### src/verilog/spio_pkg.sv
// Package: register map, widths and reset values of the shared I/O port
package spio_pkg;
  localparam int          PORT_W        = 16;
  localparam logic [11:0] OFF_DIR       = 12'h000;
  localparam logic [11:0] OFF_LEVEL     = 12'h004;
  localparam logic [11:0] OFF_LATCH     = 12'h008;
  localparam logic [11:0] OFF_PERI_EN   = 12'h00C;
  localparam logic [11:0] OFF_IMPL      = 12'h010;
  localparam logic [15:0] DIR_RST       = 16'hFFFF;
  localparam logic [15:0] LATCH_RST     = 16'h0000;
  localparam logic [15:0] PERI_EN_RST   = 16'h0000;
  localparam logic [15:0] IMPL_MASK_DEF = 16'hFFFF;
  localparam logic [15:0] IN_ONLY_DEF   = 16'h0000;
  localparam int          SYNC_STAGES   = 2;
endpackage

### src/verilog/spio_sync.sv
// Two-flop synchroniser bank for the pin inputs
`timescale 1ns/1ns
module spio_sync
(
  input  wire logic              clk_sys,
  input  wire logic              resetn,
  input  wire logic [15:0]       d,
  output logic      [15:0]       q
);
  logic [15:0] meta_r;

  // First stage feeds only the second stage
  always_ff @(posedge clk_sys)
  begin
    if (!resetn)
    begin
      meta_r <= 16'h0000;
      q      <= 16'h0000;
    end
    else
    begin
      meta_r <= d;
      q      <= meta_r;
    end
  end
endmodule

### src/verilog/spio_mux.sv
// Per-pin output ownership multiplexer pair
`timescale 1ns/1ns
module spio_mux
(
  input  wire logic [15:0] port_out,
  input  wire logic [15:0] port_oe,
  input  wire logic [15:0] peri_out,
  input  wire logic [15:0] peri_oe,
  input  wire logic [15:0] peri_owns,
  output logic      [15:0] mux_out,
  output logic      [15:0] mux_oe
);
  always_comb
  begin
    mux_out = (peri_owns & peri_out) | (~peri_owns & port_out);
    mux_oe  = (peri_owns & peri_oe)  | (~peri_owns & port_oe);
  end
endmodule

### src/verilog/spio_port.sv
// Shared parallel I/O port with APB register access
// Contract
// - Two muxes pick peripheral or port output
// - Active peripheral disables port driver, pin readable
// - Idle enabled peripheral leaves port in control
// - Direction bit one means input, zero output
// - Reset makes every pin an input
// - Latch register reads latch, writes latch
// - Level register reads pins, writes latch
// - Unimplemented bits disabled and read zero
// - Input-only shared pins stay port owned
// - Every signal pin is multiplexable; the input-only pins set in IN_ONLY are never handed to a peripheral here
//
// The APB interface to the registers and the address map are this design's own decisions.
`timescale 1ns/1ns
module spio_port
#(
  parameter logic [15:0] IMPL_MASK = spio_pkg::IMPL_MASK_DEF,
  parameter logic [15:0] IN_ONLY   = spio_pkg::IN_ONLY_DEF
)
(
  input  wire logic        clk_sys,
  input  wire logic        resetn,
  input  wire logic        psel,
  input  wire logic        penable,
  input  wire logic        pwrite,
  input  wire logic [11:0] paddr,
  input  wire logic [31:0] pwdata,
  output logic      [31:0] prdata,
  output logic             pready,
  output logic             pslverr,
  input  wire logic [15:0] pin_i,
  output logic      [15:0] pin_o,
  output logic      [15:0] pin_oe,
  input  wire logic [15:0] peri_out,
  input  wire logic [15:0] peri_drive,
  output logic      [15:0] peri_in
);
  logic [15:0] dir_r;
  logic [15:0] latch_r;
  logic [15:0] peri_en_r;
  logic [15:0] pin_sync;
  logic [15:0] peri_owns;
  logic [15:0] mux_out;
  logic [15:0] mux_oe;
  logic        wr_en;
  logic        rd_en;
  logic        addr_ok;
  logic [31:0] rd_nxt;

  function automatic logic hit(input logic [11:0] a, input logic [11:0] o);
    hit = (a == o);
  endfunction

  assign wr_en = psel && penable && pwrite;
  assign rd_en = psel && !penable && !pwrite;
  assign addr_ok = hit(paddr, spio_pkg::OFF_DIR)   ||
                   hit(paddr, spio_pkg::OFF_LEVEL) ||
                   hit(paddr, spio_pkg::OFF_LATCH) ||
                   hit(paddr, spio_pkg::OFF_PERI_EN) ||
                   hit(paddr, spio_pkg::OFF_IMPL);

  // Every pin, including ones that also serve a peripheral, is synchronised
  spio_sync u_sync
  (
    .clk_sys (clk_sys),
    .resetn  (resetn),
    .d       (pin_i),
    .q       (pin_sync)
  );

  // Direction register; reset forces all pins to input
  always_ff @(posedge clk_sys)
  begin
    if (!resetn)
      dir_r <= spio_pkg::DIR_RST;
    else if (wr_en && hit(paddr, spio_pkg::OFF_DIR))
      dir_r <= pwdata[15:0] | ~IMPL_MASK;
  end

  // Latch is written through either the latch or the level address
  always_ff @(posedge clk_sys)
  begin
    if (!resetn)
      latch_r <= spio_pkg::LATCH_RST;
    else if (wr_en && (hit(paddr, spio_pkg::OFF_LATCH) ||
                       hit(paddr, spio_pkg::OFF_LEVEL)))
      latch_r <= pwdata[15:0] & IMPL_MASK;
  end

  // Peripheral enables; input-only pins can never be handed over
  always_ff @(posedge clk_sys)
  begin
    if (!resetn)
      peri_en_r <= spio_pkg::PERI_EN_RST;
    else if (wr_en && hit(paddr, spio_pkg::OFF_PERI_EN))
      peri_en_r <= pwdata[15:0] & IMPL_MASK & ~IN_ONLY;
  end

  // Peripheral takes the pin only while enabled and actively driving
  assign peri_owns = peri_en_r & peri_drive & ~IN_ONLY;

  spio_mux u_mux
  (
    .port_out  (latch_r),
    .port_oe   (~dir_r & IMPL_MASK),
    .peri_out  (peri_out),
    .peri_oe   (peri_drive),
    .peri_owns (peri_owns),
    .mux_out   (mux_out),
    .mux_oe    (mux_oe)
  );

  always_ff @(posedge clk_sys)
  begin
    if (!resetn)
    begin
      pin_o   <= 16'h0000;
      pin_oe  <= 16'h0000;
      peri_in <= 16'h0000;
    end
    else
    begin
      pin_o   <= mux_out & IMPL_MASK;
      pin_oe  <= mux_oe & IMPL_MASK;
      peri_in <= pin_sync & IMPL_MASK;
    end
  end

  // Read mux; unimplemented bits read zero
  always_comb
  begin
    rd_nxt = 32'h0000_0000;
    case (paddr)
      spio_pkg::OFF_DIR:     rd_nxt[15:0] = dir_r & IMPL_MASK;
      spio_pkg::OFF_LEVEL:   rd_nxt[15:0] = pin_sync & IMPL_MASK;
      spio_pkg::OFF_LATCH:   rd_nxt[15:0] = latch_r;
      spio_pkg::OFF_PERI_EN: rd_nxt[15:0] = peri_en_r;
      spio_pkg::OFF_IMPL:    rd_nxt[15:0] = IMPL_MASK;
      default:               rd_nxt = 32'h0000_0000;
    endcase
  end

  // Data captured in setup so the answer comes with zero wait states
  always_ff @(posedge clk_sys)
  begin
    if (!resetn)
      prdata <= 32'h0000_0000;
    else if (rd_en)
      prdata <= rd_nxt;
  end

  always_ff @(posedge clk_sys)
  begin
    if (!resetn)
    begin
      pready  <= 1'b0;
      pslverr <= 1'b0;
    end
    else
    begin
      pready  <= psel && !penable;
      pslverr <= psel && !penable && !addr_ok;
    end
  end
endmodule

### config.mk
export PLATFORM = sky130hd
export DESIGN_NAME = spio_port
export DESIGN_NICKNAME = d
export VERILOG_FILES = /design/src/verilog/spio_pkg.sv /design/src/verilog/spio_sync.sv /design/src/verilog/spio_mux.sv /design/src/verilog/spio_port.sv
export SDC_FILE = /design/constraint.sdc
export NUM_CORES = 1
export LEC_CHECK = 0
export ABC_AREA = 1
export BUFFER_PORTS_ARGS = -buffer_cell sky130_fd_sc_hd__buf_4
export CAP_MARGIN = 20
export CORE_MARGIN = 1
export CORE_UTILIZATION = 50
export DETAILED_ROUTE_END_ITERATION = 8
export HOLD_SLACK_MARGIN = 0.05
export PLACE_DENSITY = 0.79
export SLEW_MARGIN = 20
export SYNTH_ARGS = -nofsm -noshare
export SYNTH_HDL_FRONTEND = slang
export SYNTH_SLANG_ARGS = --single-unit
### constraint.sdc
create_clock -name clk_sys -period 1.6 [get_ports clk_sys]
set_input_delay 0.16 -clock clk_sys [delete_from_list [all_inputs] [get_ports clk_sys]]
set_output_delay 0.16 -clock clk_sys [all_outputs]
set_load 0.05 [all_outputs]
==> results of run 1 <==
## registers in the layout, summed over array words and instances (netlist names)
name           flops
peri_in           16
peri_en_r         16
dir_r             16
pin_oe            16
pin_o             16
latch_r           16
u_sync.meta_r     16
u_sync.q          16
pslverr            1
prdata            16
pready             1
## final timing paths
check	from	endpoint	cells after the start	slack (ns)
setup / recovery	peri_en_r[4]	pin_o[4]	3	0.29
hold / removal	penable	pready	4	0.06
setup reg to reg	peri_en_r[4]	pin_o[4]	3	0.29
hold reg to reg	u_sync.meta_r[8]	u_sync.q[8]	2	0.41
## cells by family after synthesis
family	Yosys count
compound gates	65
buf+inv	145
flops	146
other cells	1
simple gates	401
## worst max-delay path: stages (launching register included)
cell and delay (ns):
dfxtp_1 0.39, nand3_1 0.10, dlygate4sd3_1 0.58, a21oi_1 0.17
## synthesized netlist by cell type (all sizes together)
cell type  instances
inv               88
nand3b             1
nand3            131
and2               1
conb               1
nand2            157
nand4              1
buf               42
o21ai             16
clkbuf            14
nor2             109
clkinv             1
dfxtp            146
o211ai            15
a21oi             34
nor3               1
## stage by stage
stage	instances	util, %	cell area (µm²)	worst slack (ns)	hold WS, ns
3_5_place_dp	1023	63.0	6980	0.0531	0.343
5_1_grt	1134	76.1	8430	0.247	0.0903
6_report	1134	76.1	8430	0.290	0.0638
2_1_floorplan	773	-	5850	0.386	0.258
3_3_place_gp	1023	63.0	6980	0.0660	0.341
4_1_cts	1134	76.1	8430	0.345	0.0620
## layer usage
metal  share of wire, %  vias up  GRT usage (%)  wire length, µm
met2                 48      267           49.8             8050
met3                7.6       40           6.76             1270
met5                  0        -              0                0
met4                2.4        0           10.8              403
met1                 42     2648           36.1             7050
li1                   -     2808              -                -
## power breakdown
part,switching (mW),total [mW],internal [mW]
Sequential,0.0317,3.73,3.70
Combinational,0.463,0.798,0.336
Clock,1.74,4.45,2.70
Total,2.24,8.98,6.74
## final cells by class
| type | instances | share of cell area, % |
|---|---|---|
| repair buffers | 245 | 24.8 |
| clock buffers | 17 | 5.05 |
| flip-flops and latches | 146 | 34.7 |
| clock inverters | 15 | 2.75 |
| well taps | 140 | 2.08 |
| inverters | 89 | 3.96 |
| multi-input cells | 482 | 26.7 |
## what timing repair did
item                                   CTS  global route
hold buffers                            79             0
setup buffers                            0             0
endpoints found under the hold margin   65             0
==> impl_metrics.env, run 1 <==
export IMPL_synth_compound_area_share_pct=6.46
export IMPL_hold_path_class="primary input to flip-flop"
export IMPL_drtIter0Drc=439
export IMPL_htree_levels=4
export IMPL_synthSimpleGateAreaFrac_pct=31.3
export IMPL_track_usage_pct=29.3
export IMPL_hold_violations=0
export IMPL_slew_viol_final=0
export IMPL_regArea_mm2=0.00292
export IMPL_power_density_mw_per_mm2=1070
export IMPL_grt_pass1_wl_um=26700
export IMPL_synth_mux_area_share_pct=0
export IMPL_layout_drive_gt1_share_pct=23.5
export IMPL_setup_viol=0
export IMPL_synthXorXnorAreaFrac_pct=0
export IMPL_insertedDiodeCount=0
export IMPL_synth_seq_cells=146
export IMPL_fin_tns_setup_ns=0
export IMPL_skew_ns=0.00885
export IMPL_grt_max_degree=53
export IMPL_final_common_cell="buf_4"
export IMPL_period_minus_slack_ns=1.31
export IMPL_ys_warn_count=0
export IMPL_cts_buffers=17
export IMPL_ys_seq_area_share_pct=50.5
export IMPL_hpwl_um=9730
export IMPL_io_pins=179
export IMPL_overflow=0
export IMPL_syn_area_mm2=0.00579
export IMPL_die_w_um=110
export IMPL_cts_resized=0
export IMPL_synth_fa_ha_area_share_pct=0
export IMPL_rows=38
export IMPL_layout_nets=1078
export IMPL_antenna_found_initial=0
export IMPL_via_count=5763
export IMPL_core_area_mm2=0.0111
export IMPL_vdd_drop_max_mv=0.767
export IMPL_worstPathMaxFanout=4
export IMPL_wl_per_cell_um=14.8
export IMPL_fp_dieH_um=110
export IMPL_post_route_period_util_pct=81.8
export IMPL_numPortBuffers=146
export IMPL_ant_nets=0
export IMPL_clock_root_buffer="clkbuf_16"
export IMPL_synth_top_area_share_pct=50.5
export IMPL_start_kind="flip-flop"
export IMPL_final_cell_mix="buf_4 (162), nand2_1 (151), dfxtp_1 (146)"
export IMPL_clockBufferDepth=2
export IMPL_ys_top_cells_by_area="dfxtp_1 (50%), nand3_1 (11%), nand2_1 (9.8%)"
export IMPL_fmax_mhz=764
export IMPL_dr_pass1_iters=5
export IMPL_area_growth_pct=45.6
export IMPL_clock_sinks=146
export IMPL_gp_congestion=0.842
export IMPL_viasPerCell=5.08
export IMPL_die_area_mm2=0.0120
export IMPL_tritoncts="yes"
export IMPL_fillers=787
export IMPL_syn_inst=758
export IMPL_maxCapViolCount=0
export IMPL_yosysUniqueCellTypes=26
export IMPL_syn_avg_cell_area_um2=7.64
export IMPL_insertion_delay_ns=0.41
export IMPL_multiInputGateArea_mm2=0.00225
export IMPL_grt_setup_unrepaired="false"
export IMPL_synth_top_area_cell="dfxtp_1"
export IMPL_status="completed"
export IMPL_cp_end_kind="flip-flop"
export IMPL_grt_pass1_vias=5436
export IMPL_power_leakage_nw=4.22
export IMPL_postRouteWirelength_um=16800
export IMPL_required_ns=1.94
export IMPL_initial_core_util_pct=52.3
export IMPL_synth_top_family_by_area="simple AND/OR/NAND/NOR gates"
export IMPL_drcViolationCount=0
export IMPL_worstSetupPathType="flip-flop to flip-flop"
export IMPL_path_clk_slew_ns=0.07
export IMPL_p_total_mw=8.98
export IMPL_arrival_ns=1.65
(Power assumes the default switching activity.)
==> run 2, diff against run 1 <==
Settings changed: ABC_AREA 1 to 0, CORE_UTILIZATION 50 to 46, PLACE_DENSITY 0.79 to 0.77.
Clock period 1.6 ns to 1.15 ns, I/O delays scaled along.
==> impl_metrics.env, run 2 <==
export IMPL_status="completed"
export IMPL_ant_nets=0
export IMPL_layoutNonFillerInstCount=961
export IMPL_drtIter0Drc=329
export IMPL_fin_ws_ns=0.0228
export IMPL_gp_congestion=0.801
export IMPL_tritoncts="yes"
export IMPL_layout_nets=898
export IMPL_worstSetupPathType="flip-flop to flip-flop"
export IMPL_hpwl_um=9370
export IMPL_cp_end_kind="flip-flop"
export IMPL_fp_dieH_um=113
export IMPL_ff2ff_path_depth=4
export IMPL_critPathBufInv=0
export IMPL_hold_violations=0
export IMPL_path_cells="or4bb_1 -> o221ai_2 -> a22oi_1 -> nor2b_1"
export IMPL_yosysUniqueCellTypes=37
export IMPL_postRouteWirelength_um=14300
export IMPL_ys_seq_area_share_pct=51.9
export IMPL_synth_top_area_share_pct=51.9
export IMPL_start_kind="flip-flop"
export IMPL_dr_pass1_iters=5
export IMPL_core_area_mm2=0.0120
export IMPL_setup_viol=0
export IMPL_drcViolationCount=0
export IMPL_insertion_delay_ns=0.42
export IMPL_io_pins=179
export IMPL_wl_per_cell_um=14.9
export IMPL_clock_sinks=146
export IMPL_crit_slowest_cell="or4bb_1"
export IMPL_htree_levels=4
export IMPL_die_w_um=113
export IMPL_syn_avg_cell_area_um2=9.72
export IMPL_viasPerCell=5.01
export IMPL_yosysMostFrequentCell="dfxtp_1"
export IMPL_place_ws_ns=-0.315
export IMPL_path_clk_slew_ns=0.07
export IMPL_rows=40
export IMPL_post_cts_buffers=0
export IMPL_synth_ff_type="dfxtp_1"
export IMPL_ys_top_cells_by_area="dfxtp_1 (52%), mux2i_1 (11%), nand2_1 (7.5%)"
export IMPL_ys_warn_count=0
export IMPL_cp_slowest_stage_delay_ns=0.44
export IMPL_async_flop_share_pct=0
export IMPL_slew_viol_final=0
export IMPL_cp_top_family="simple AND/OR/NAND/NOR gates"
export IMPL_synth_seq_cells=146
export IMPL_fin_util_pct=69.4
export IMPL_skew_ns=0.00898
export IMPL_syn_area_mm2=0.00563
export IMPL_power_density_mw_per_mm2=1450
export IMPL_vdd_drop_max_mv=0.883
export IMPL_worstPathMaxFanout=2
export IMPL_grt_pass1_vias=4701
export IMPL_grt_pass1_wl_um=22500
export IMPL_dp_cells=861
export IMPL_power_leakage_nw=3.51
export IMPL_final_cell_mix="buf_4 (160), dfxtp_1 (144), nand2_1 (112)"
export IMPL_cts_buffers=17
export IMPL_clock_root_buffer="clkbuf_16"
export IMPL_numPortBuffers=146
export IMPL_arrival_ns=1.48
export IMPL_layout_drive_gt1_share_pct=26.3
export IMPL_fin_tns_setup_ns=0
export IMPL_final_common_cell="buf_4"
export IMPL_hold_path_depth=4
export IMPL_fillers=855
export IMPL_track_usage_pct=22.8
export IMPL_grt_max_degree=64
export IMPL_synth_edff_count=0
export IMPL_via_count=4817
export IMPL_required_ns=1.51
export IMPL_post_route_period_util_pct=98.0
export IMPL_area_growth_pct=47.6
export IMPL_fmax_mhz=887
export IMPL_clockBufferDepth=2
export IMPL_maxCapViolCount=0
export IMPL_period_minus_slack_ns=1.13
export IMPL_p_total_mw=12.1
export IMPL_insertedDiodeCount=0
export IMPL_overflow=0
export IMPL_hold_path_class="primary input to flip-flop"
export IMPL_grt_setup_unrepaired="true"
export IMPL_initial_core_util_pct=47.1
export IMPL_die_area_mm2=0.0127
export IMPL_crit_cells=4
export IMPL_synth_top_area_cell="dfxtp_1"
export IMPL_syn_inst=579
export IMPL_yosys_top_cells_count="dfxtp_1 (146), nand2_1 (112), mux2i_1 (64)"
export IMPL_antenna_found_initial=0
[run 2: changes by cell type after synthesis, sizes merged, moves of 15 or more]
cell    change
a21boi     +44
a21oi      -34
and2       +48
inv        -78
mux2i      +64
nand2      -45
nand3     -115
nor2       -78
o211ai     -15
[run 2: cells by family after synthesis]
| group | synth area share [%] |
|---|---|
| AND/OR/NAND/NOR | 20.4 |
| other | 0.0666 |
| multiplexers | 11.4 |
| buffers and inverters | 6.14 |
| AO/OA/AOI/OAI | 9.96 |
| flip-flops | 51.9 |
| XOR/XNOR | 0.156 |
[run 2: worst min-delay path, stage by stage]
cell     delay (ns)
buf_4          0.09
nor2_1         0.06
nand4_1        0.09
and2_1         0.11
[run 2: worst paths after layout]
path | start | to | slack [ns]
max | u_sync.q[1] | prdata[1] | 0.02
min | paddr[10] | pslverr | 0.08
max reg2reg | u_sync.q[1] | prdata[1] | 0.02
min reg2reg | u_sync.meta_r[1] | u_sync.q[1] | 0.43
[run 2: where the power goes]
group          internal, mW  leakage [nW]  total (mW)  switching (mW)
clock                  3.66         0.295        5.87            2.20
combinational         0.525          2.03        1.04           0.511
sequential             5.13          1.19        5.16          0.0283
[run 2: per-layer routing]
layer | track usage (%) | share of wire, % | wire [µm]
met4 | 10.8 | 2.4 | 337
met1 | 27.3 | 42 | 6010
met5 | 0 | 0 | 0
met2 | 38.7 | 50 | 7070
met3 | 5.40 | 6.0 | 861
[run 2: repair_timing]
item	4_1_cts	5_1_grt
setup endpoints to repair	2	4
resized for setup	2	1
cloned	0	0
endpoints found under the hold margin	97	0
hold buffers	68	0
pin swaps	2	0
[run 2: through the flow]
stage	cell area, µm²	hold slack (ns)
2_1_floorplan	5700	0.240
3_3_place_gp	6980	0.323
3_5_place_dp	6980	0.325
4_1_cts	8300	0.0655
5_1_grt	8310	0.0908
6_report	8310	0.0784
[run 2: area by class of cell]
class / instances / area [µm²] / share of cell area [%]
clock buffers: 18 / 429 / 5.17
clock inverters: 14 / 205 / 2.47
inverters: 10 / 37.5 / 0.452
multi-input cells: 387 / 2420 / 29.2
flip-flops and latches: 146 / 2930 / 35.2
well taps: 147 / 184 / 2.21
repair buffers: 239 / 2100 / 25.3
